[src/shared/ptmr_pkg.sv]
// Package with register map, field layout and state types of the pulse timer.
package ptmr_pkg;
    localparam int CW = 16;
    localparam logic [3:0] A_RUN = 4'h0;
    localparam logic [3:0] A_FFCR = 4'h1;
    localparam logic [3:0] A_MOD = 4'h2;
    localparam logic [3:0] A_DUTY = 4'h3;
    localparam logic [3:0] A_PER = 4'h4;
    localparam logic [3:0] A_CAP0 = 4'h5;
    localparam logic [3:0] A_CAP1 = 4'h6;
    localparam logic [3:0] A_CNT = 4'h7;
    localparam logic [3:0] A_STAT = 4'h8;
    // Run register bits.
    localparam int RUN_CNT = 0;
    localparam int RUN_PRE = 2;
    localparam int RUN_DBUF = 7;
    // Flip-flop control bits.
    localparam int FF_SET_CLR_LO = 0;
    localparam int FF_SET_CLR_HI = 1;
    localparam int FF_T_DUTY = 2;
    localparam int FF_T_PER = 3;
    localparam int FF_T_CAP0 = 4;
    localparam int FF_POL = 6;
    localparam logic [1:0] FF_CLEAR = 2'h2;
    localparam logic [1:0] FF_SET = 2'h1;
    // Mode register fields.
    localparam int MOD_CLK_LO = 0;
    localparam int MOD_CPM_LO = 3;
    localparam int MOD_CLR = 5;
    localparam logic [1:0] CLK_EXT = 2'h0;
    localparam logic [1:0] CLK_PRE1 = 2'h1;
    localparam logic [1:0] CLK_PRE2 = 2'h2;
    localparam logic [1:0] CPM_OFF = 2'h0;
    localparam logic [1:0] CPM_TRIG_A = 2'h1;
    localparam logic [1:0] CPM_WIDTH = 2'h2;
    localparam logic [1:0] CPM_AUX = 2'h3;
    // Prescaler taps for clock-select values 1, 2 and 3.
    localparam int PRE_W = 8;
    // Taps give division by 2, 8 and 128 of the system clock.
    localparam int TAP1 = 0;
    localparam int TAP2 = 2;
    localparam int TAP3 = 6;
    localparam logic [7:0] REG8_RST = 8'h00;
    localparam logic [CW-1:0] CNT_ZERO = 16'h0000;
    localparam logic [CW-1:0] CNT_ONE = 16'h0001;
    localparam logic [CW-1:0] REG16_RST = 16'hffff;

    typedef struct packed {
        logic [3:0] addr;
        logic [CW-1:0] wdata;
        logic wr;
        logic rd;
    } bus_req_t;

    typedef struct packed {
        logic trig_a;
        logic trig_b;
        logic count_in;
        logic aux_ff;
    } pins_t;

    typedef struct packed {
        logic period_match_irq;
        logic second_match_irq;
        logic trigger_a_ext_irq;
        logic trigger_b_ext_irq;
    } irq_t;

    typedef struct packed {
        logic [1:0] s_a;
        logic [1:0] s_b;
        logic [1:0] s_c;
        logic [1:0] s_x;
        logic p_a;
        logic p_b;
        logic p_c;
        logic p_x;
        logic [7:0] run;
        logic [7:0] ffcr;
        logic [7:0] mode;
        logic [CW-1:0] duty_buf;
        logic [CW-1:0] duty;
        logic [CW-1:0] period;
        logic [CW-1:0] cap0;
        logic [CW-1:0] cap1;
        logic [CW-1:0] cnt;
        logic [PRE_W-1:0] pre;
        logic ff;
        logic pin;
        irq_t irq;
        logic [CW-1:0] rdata;
    } state_t;
endpackage

[src/hw/pulse_capture_timer.sv]
// Sixteen-bit pulse generator and capture timer with a strobe register port.
//
// Operation
// Square wave with programmable period and duty; output polarity selectable.
// Flip-flop inverts on counter match with duty or period compare.
// Software keeps duty compare strictly below period compare.
// With double buffer on, buffered duty loads at period match.
// Software stops counter, loads compares, then enables buffer and starts.
// Control pattern 00111 0 enables both match toggles and clears flip-flop.
// Mode pattern 001001 with clock select 1..3 uses prescaler, no capture; code takes bits 4:3 = 01 of it as trigger A capture.
// Counter runs from prescaler; trigger A rise loads first capture.
// Trigger enable field 11 allows toggling on both compare matches.
// Period match raises interrupt; software then stops toggling.
// Flip-flop may toggle when first capture loads.
// Counter may count rising edges of external count input.
// Capture mode 11 uses aux flip-flop edges for both captures.
// Capture mode 10 uses trigger A edges; interrupt on falling edge.
// Other capture modes raise trigger A interrupt on rising edge.
// Trigger B rise loads second capture and raises its interrupt.
// Counter keeps free-running through captures, never cleared by them.
// With clear enabled, counter wraps to zero after period match.
// Software keeps prescaler running when counting external events.
// Software avoids read-modify-write on timer registers.
`timescale 1ns/1ns
module pulse_capture_timer
    import ptmr_pkg::*;
(
    input wire logic clk,
    input wire logic nrst,
    input wire bus_req_t bus,
    input wire pins_t pins,
    output logic [CW-1:0] rdata,
    output logic pulse_output_pin,
    output irq_t irq
);
    state_t q;
    state_t d;
    logic tick;
    logic run;
    logic cap_a_rise;
    logic cap_a_fall;
    logic b_rise;
    logic aux_rise;
    logic aux_fall;
    logic duty_hit;
    logic per_hit;
    logic [1:0] cpm;
    logic [1:0] csel;

    assign run = q.run[RUN_CNT];
    assign cpm = q.mode[MOD_CPM_LO+1:MOD_CPM_LO];
    assign csel = q.mode[MOD_CLK_LO+1:MOD_CLK_LO];
    // Edges are taken from the second synchroniser stage and its delayed copy.
    assign cap_a_rise = q.s_a[1] & ~q.p_a;
    assign cap_a_fall = ~q.s_a[1] & q.p_a;
    assign b_rise = q.s_b[1] & ~q.p_b;
    assign aux_rise = q.s_x[1] & ~q.p_x;
    assign aux_fall = ~q.s_x[1] & q.p_x;
    assign duty_hit = run & tick & (q.cnt == q.duty);
    assign per_hit = run & tick & (q.cnt == q.period);

    // A prescaler tap pulses once per wrap of its low bits.
    always_comb begin
        case (csel)
            CLK_EXT: tick = q.s_c[1] & ~q.p_c;
            CLK_PRE1: tick = &q.pre[TAP1:0];
            CLK_PRE2: tick = &q.pre[TAP2:0];
            default: tick = &q.pre[TAP3:0];
        endcase
    end

    always_comb begin
        d = q;
        d.irq = '0;
        d.s_a = {q.s_a[0], pins.trig_a};
        d.s_b = {q.s_b[0], pins.trig_b};
        d.s_c = {q.s_c[0], pins.count_in};
        d.s_x = {q.s_x[0], pins.aux_ff};
        d.p_a = q.s_a[1];
        d.p_b = q.s_b[1];
        d.p_c = q.s_c[1];
        d.p_x = q.s_x[1];
        if (q.run[RUN_PRE]) begin
            d.pre = q.pre + PRE_W'(1);
        end
        if (tick && run) begin
            if (per_hit && q.mode[MOD_CLR]) begin
                d.cnt = CNT_ZERO;
            end else begin
                d.cnt = q.cnt + CNT_ONE;
            end
        end
        // Toggle on matches when the trigger-enable field allows it.
        if ((duty_hit && q.ffcr[FF_T_DUTY]) ^
            (per_hit && q.ffcr[FF_T_PER])) begin
            d.ff = ~q.ff;
        end
        if (per_hit) begin
            d.irq.period_match_irq = 1'b1;
            d.irq.second_match_irq = 1'b1;
            if (q.run[RUN_DBUF]) begin
                d.duty = q.duty_buf;
            end
        end
        // Captures sample the counter value seen in this same cycle.
        case (cpm)
            CPM_TRIG_A: begin
                if (cap_a_rise) begin
                    d.cap0 = q.cnt;
                    if (q.ffcr[FF_T_CAP0]) begin
                        d.ff = ~d.ff;
                    end
                end
            end
            CPM_WIDTH: begin
                if (cap_a_rise) begin
                    d.cap0 = q.cnt;
                    if (q.ffcr[FF_T_CAP0]) begin
                        d.ff = ~d.ff;
                    end
                end
                if (cap_a_fall) begin
                    d.cap1 = q.cnt;
                end
            end
            CPM_AUX: begin
                if (aux_rise) begin
                    d.cap0 = q.cnt;
                end
                if (aux_fall) begin
                    d.cap1 = q.cnt;
                end
            end
            default: begin
            end
        endcase
        if (cpm == CPM_WIDTH) begin
            d.irq.trigger_a_ext_irq = cap_a_fall;
        end else begin
            d.irq.trigger_a_ext_irq = cap_a_rise;
        end
        if (b_rise) begin
            d.irq.trigger_b_ext_irq = 1'b1;
            if (cpm != CPM_OFF) begin
                d.cap1 = q.cnt;
            end
        end
        d.rdata = '0;
        if (bus.wr) begin
            if (bus.addr == A_RUN) begin
                d.run = bus.wdata[7:0];
            end else if (bus.addr == A_FFCR) begin
                d.ffcr = bus.wdata[7:0];
                // Direct set or clear of the flip-flop wins over a match.
                if (bus.wdata[FF_SET_CLR_HI:FF_SET_CLR_LO] == FF_CLEAR) begin
                    d.ff = 1'b0;
                end else if (bus.wdata[FF_SET_CLR_HI:FF_SET_CLR_LO] == FF_SET)
                begin
                    d.ff = 1'b1;
                end
            end else if (bus.addr == A_MOD) begin
                d.mode = bus.wdata[7:0];
            end else if (bus.addr == A_DUTY) begin
                d.duty_buf = bus.wdata;
                if (!q.run[RUN_DBUF]) begin
                    d.duty = bus.wdata;
                end
            end else if (bus.addr == A_PER) begin
                d.period = bus.wdata;
            end
        end
        if (bus.rd) begin
            if (bus.addr == A_RUN) begin
                d.rdata = {8'h00, q.run};
            end else if (bus.addr == A_FFCR) begin
                d.rdata = {8'h00, q.ffcr};
            end else if (bus.addr == A_MOD) begin
                d.rdata = {8'h00, q.mode};
            end else if (bus.addr == A_DUTY) begin
                d.rdata = q.duty;
            end else if (bus.addr == A_PER) begin
                d.rdata = q.period;
            end else if (bus.addr == A_CAP0) begin
                d.rdata = q.cap0;
            end else if (bus.addr == A_CAP1) begin
                d.rdata = q.cap1;
            end else if (bus.addr == A_CNT) begin
                d.rdata = q.cnt;
            end else if (bus.addr == A_STAT) begin
                d.rdata = {15'h0000, q.ff};
            end
        end
        // Polarity bit inverts the pin so either active level can be used.
        d.pin = d.ff ^ d.ffcr[FF_POL];
    end

    always_ff @(posedge clk or negedge nrst) begin
        if (!nrst) begin
            q <= '0;
            q.duty <= REG16_RST;
            q.duty_buf <= REG16_RST;
            q.period <= REG16_RST;
            q.mode <= REG8_RST;
        end else begin
            q <= d;
        end
    end

    assign rdata = q.rdata;
    assign pulse_output_pin = q.pin;
    assign irq = q.irq;
endmodule

[config.mk]
export PLATFORM = sky130hd
export DESIGN_NAME = pulse_capture_timer
export DESIGN_NICKNAME = d
export VERILOG_FILES = /design/src/shared/ptmr_pkg.sv /design/src/hw/pulse_capture_timer.sv
export SDC_FILE = /design/constraint.sdc
export NUM_CORES = 1
export LEC_CHECK = 0
export ABC_AREA = 1
export BUFFER_PORTS_ARGS = -buffer_cell sky130_fd_sc_hd__clkbuf_2
export CORE_AREA = 2 2 98 171
export DETAILED_ROUTE_END_ITERATION = 10
export DIE_AREA = 0 0 100 173
export PLACE_DENSITY = 0.76
export REMOVE_ABC_BUFFERS = 1
export SLEW_MARGIN = 20
export SYNTH_ARGS = -nofsm -noshare
export SYNTH_HDL_FRONTEND = slang
export SYNTH_SLANG_ARGS = --single-unit
[constraint.sdc]
create_clock -name clk -period 1.9 [get_ports clk]
set_input_delay 0.19 -clock clk [delete_from_list [all_inputs] [get_ports clk]]
set_output_delay 0.19 -clock clk [all_outputs]
set_load 0.03 [all_outputs]
# Yosys cells after proc, flatten, opt, wreduce, memory -nomap -nowiden
# Index checks and enable logic that the tools add are counted.
[totals]
ff_bits = 162
in_bits = 28
out_inout_bits = 21
[classes]
add_sub_neg = 2
n_eq_ne = 19
muxes = 44
bitwise_logic = 23
n_reduce_logical = 17
[ops]
columns = ["operator", "n"]
rows = [
  ["$mux W16", 21],
  ["$mux W63", 2],
  ["$pmux W16 S2", 2],
  ["$mux W56", 1],
  ["$mux W48", 1],
  ["$eq A16 B16 Y1", 2],
  ["$mux W32", 1],
  ["$add A16 B1 Y16 const B", 1],
  ["$eq A4 B3 Y1 const B", 4],
  ["$mux W1", 12],
  ["$not A1 Y1", 12],
  ["$and A1 B1 Y1", 9],
  ["$reduce_and A3 Y1", 3],
  ["$add A8 B1 Y8 const B", 1],
  ["$eq A2 B2 Y1 const B", 4],
  ["$eq A4 B2 Y1 const B", 2],
  ["$mux W8", 1],
  ["$mux W7", 1],
  ["$reduce_and A7 Y1", 1],
  ["$eq A2 B1 Y1 const B", 3],
  ["$reduce_and A6 Y1", 1],
  ["$reduce_and A5 Y1", 1],
  ["$eq A4 B1 Y1 const B", 1],
  ["$eq A4 B4 Y1 const B", 1],
  ["other kinds (12)", 17],
]

# Logic depth before layout (Yosys ltp)
[depth]
word_depth = 18
mapped_depth = 17
ltp_nobuf = 16

# Worst setup path after synthesis
# Ideal clock, no wire load.
[synth_path]
path_kind = "register to register"
from = "register q[22] in the netlist's numbering"
to = "register q[43] in the netlist's numbering"
setup_time_ns = 0.118
t_arrival_ns = 1.693
required_time_ns = 1.782
setup_slack_ns = 0.088
stages_incl_launch_ff = 12
n_path_buf = 0
synth_period_minus_slack_ns = 1.812
path_cell_list = "dfrtp_1 ha_1 ha_1 a21oi_1 a21o_1 nor2_4 nand2_2 nor2_1 nand2_1 nor2_1 xor2_1 nor2_1"
[synth_via]
elab_chain_len = 6
elab_cells_between_ends = 8
cone_classes = "mux: 2; bitwise: 2; reduce/logical: 4"
[synth_rtl]
columns = ["item", "line_no", "text"]
rows = [
  ["start: declaration", "pulse_capture_timer.sv:36", "state_t q;"],
  ["$reduce_and A7 Y1 or $reduce_and A3 Y1 (tied branches)", "pulse_capture_timer.sv:68, pulse_capture_timer.sv:67", ""],
  ["$pmux W1 S3 (*)", "pulse_capture_timer.sv:64", "case (csel)"],
  ["$and A1 B1 Y1 (2 in a row)", "pulse_capture_timer.sv:60", "assign per_hit = run & tick & (q.cnt == q.period);"],
  ["$logic_and A1 B1 Y1", "pulse_capture_timer.sv:87", "if (per_hit && q.mode[MOD_CLR]) begin"],
  ["$mux W16", "pulse_capture_timer.sv:87", ""],
]
# Mark *: on every way between the ends. The rest lies on a longest branch, timed or not.
# A chain may end at the register's enable or synchronous reset.

==> results.py <==
metrics = {
    "detailed_routing": {
        "viasPerCell": 5.62,
        "wl_mm": 22.6,
        "vias": 7129,
        "drcViolationCount": 0,
        "first_iter_violations": 514,
        "firstDrtPassIters": 6,
        "detail-route-antenna-nets": 0,
        "routedWlPerCell_um": 17.8,
    },
    "global_routing": {
        "grt_pass1_vias": 7106,
        "grt_antenna_before_repair": 0,
        "overflow": 0,
        "grt.total_usage_pct": 26.3,
        "grt_max_degree": 55,
        "grt_pass1_wl_mm": 35.1,
    },
    "timing": {
        "tightest_slew_ps": 529,
        "final-hold-violation-count": 0,
        "fmax_mhz": 502,
        "skew_ps": 15.7,
        "slew_headroom_pct": 64.7,
        "report.final.slew_viol_count": 0,
        "final.setup.tns_ps": -1140,
        "setup_viol": 27,
        "min_period_ps": 1990,
        "fin_crit_sh_pct": 105,
        "whs_ps": 15.3,
        "rsz0062_at_grt": "true",
        "worst_slack_ps": -91.3,
    },
    "power_and_ir_drop": {
        "pwr-share-comb_pct": 22.2,
        "finalPower_mw": 10.4,
        "p_leak_nw": 4.69,
        "pwr-share-seq_pct": 43.3,
        "pwr_density_cell_nw_per_um2": 1060,
        "swShare_pct": 31.2,
        "vdd_ir_drop_max_v": 0.000935,
        "switching_power_mw": 3.26,
        "clockPowerShare_pct": 34.6,
        "internal_power_mw": 7.18,
    },
    "worst_setup_path": {
        "path_max_fanout": 8,
        "path_class": "register to register",
        "startpoint_type": "register",
        "end_kind": "register",
        "cp.arrival_ps": 2350,
        "crit_required_ps": 2260,
        "r2r_cells": 10,
    },
    "synth": {
        "netlist_top_cells_count": "nand2_1, o21ai_0, dfrtp_1",
        "synth_top_family_by_area": "simple AND/OR/NAND/NOR gates",
        "ys_ff_latch": 160,
        "yosys.area_share.xor_xnor_pct": 1.56,
        "ys_warn_count": 0,
        "synth.area.mux_share_pct": 0,
        "synth_compound_area_share_pct": 16.3,
        "synth_top_area_share_pct": 35.7,
        "synthTopCellsByArea": "dfrtp_1, dfstp_2, nand2_1",
        "synth_area_per_cell_um2": 8.38,
        "synth_area_leader_cell": "dfrtp_1",
        "yosysSeqAreaShare_pct": 51.8,
        "synthFlopType": "dfrtp_1",
        "synth_most_common_cell": "nand2_1",
        "synthArstFlopShare_pct": 100,
        "synthSimpleGateAreaFrac_pct": 19.0,
        "synth_cell_types": 39,
        "synth-adder-area-share_pct": 1.12,
        "syn_area_um2": 7850,
        "netlist_instances": 936,
        "synth-edff-count": 0,
    },
    "place": {
        "port_buffers": 48,
        "place_congestion": 0.944,
        "dp_hpwl_mm": 15.7,
    },
    "run": {
        "max_cap_violations": 0,
    },
    "clock_network": {
        "cts_inserted_buffers": 17,
        "cts_tree": "built",
        "htree_levels": 4,
        "clock-sinks": 160,
        "insertion_delay_ps": 440,
        "clockRootBuffer": "clkbuf_16",
        "clk_path_buf_depth": 2,
        "clk_pin_slew_ps": 60,
    },
    "layout": {
        "drive_above_1_share_pct": 28.1,
        "n_antenna_cell": 0,
        "multiInputGateArea_um2": 3180,
        "syn2layout_area_growth_pct": 25.7,
        "register_area_um2": 4070,
        "n_fill_cell": 1264,
        "fin_nets": 1102,
    },
    "die": {
        "die_x_um": 100,
        "rows": 61,
        "dieArea_um2": 17300,
        "ios": 49,
        "core-area_um2": 15900,
        "start_util_pct": 49.4,
        "die_height_um": 173,
    },
    "status": {
        "violations": "setup timing",
        "status": "complete, but fails checks",
    },
    "min_path": {
        "min_path_cells": 3,
        "min_path_type": "input port to register",
    },
}
==> cell families after synthesis <==
group	after synthesis
AND/OR/NAND/NOR	356
AO/OA/AOI/OAI	220
buffers and inverters	179
flip-flops	160
XOR/XNOR	14
adder cells (fa/ha/maj)	7
==> final cells by class <==
| class | instances | area share, % |
|---|---|---|
| Inverter | 123 | 4.71 |
| Timing Repair Buffer | 168 | 13.1 |
| Multi-Input combinational cell | 597 | 32.3 |
| Tap cell | 189 | 2.40 |
| Clock inverter | 11 | 1.56 |
| Clock buffer | 21 | 4.67 |
| Sequential cell | 160 | 41.3 |
==> layout by cell type, fill, tap and decap left out, types with 3 or more instances in the layout <==
cell	n
nor2_4	6
o2111ai_1	3
a31oi_1	15
clkbuf_2	47
buf_4	94
nand4_1	10
ha_1	5
dfstp_2	48
inv_1	101
nor3_1	8
bufinv_16	3
xnor2_1	7
dfrtp_2	5
o21ai_0	120
clkinvlp_4	5
nor2_1	51
inv_6	3
nand3_1	29
clkbuf_16	17
nand2_2	13
inv_2	19
buf_6	3
nand2_1	211
o32ai_1	14
o22ai_1	7
dlygate4sd3_1	16
xor2_1	7
buf_12	7
o221ai_1	15
nor2_2	10
a21oi_1	33
dfrtp_1	107
a311oi_1	5
nand3_2	8
nand2_4	4
==> path summary, 6_finish.rpt <==
path                       slack, ps  endpoint   start
setup reg to reg                 -90     q[98]   q[22]
hold reg to reg                  350    d[152]  d[159]
setup / recovery                 -90     q[98]   q[22]
min in group asynchronous        280    irq[0]    nrst
hold / removal                    20    q[101]  bus[9]
max in group asynchronous        930    q[111]    nrst
==> flip-flops by register name, summed over array words and instances (netlist names) <==
signal and flops:
cpm 2, csel 2, d 8, irq 3
pulse_output_pin 1, q 128, rdata 16
==> per-stage QoR <==
| stage | utilization (%) | worst slack (ps) | area (um^2) | cells |
|---|---|---|---|---|
| after floorplan | - | -44.7 | 7510 | 880 |
| after CTS | 60.8 | -18.7 | 9650 | 1265 |
| after global routing | 62.1 | -164 | 9860 | 1269 |
| after global placement | 55.6 | 29.8 | 8830 | 1217 |
| final | 62.1 | -91.3 | 9860 | 1269 |
| after detailed placement | 55.6 | -88.8 | 8830 | 1217 |
==> worst max-delay path, stage by stage, from the launching register on <==
cell	delay [ps]
dfrtp_1	390
ha_4	180
ha_4	120
a21oi_1	80
a21o_1	230
nor2_4	180
inv_2	90
nor2_8	200
buf_8	180
nand3_1	80
a31oi_1	180
==> timing repair <==
item	4_1_cts	5_1_grt
resized for setup	11	52
hold endpoints to repair	57	0
setup endpoints to repair	22	34
pin swaps	1	25
buffers inserted	0	4
hold buffers	16	0
==> per-layer routing <==
metal	global-route usage, %	vias to the layer above	wire length (um)
met5	0	-	0
met4	16.2	0	1510
met3	4.53	100	1060
met2	45.3	282	11600
met1	29.9	3418	8420
li1	-	3329	-
==> power by group through the flow <==
stage | sequential (mW) | combinational, mW | clock, mW
final | 4.52 | 2.31 | 3.61
after global routing | 4.56 | 2.55 | 3.78
after CTS | 4.46 | 2.15 | 3.63
after detailed placement | 4.51 | 2.08 | 0
after global placement | 4.49 | 2.04 | 0
after floorplan | 4.51 | 1.07 | 0
(Power assumes the default switching activity.)
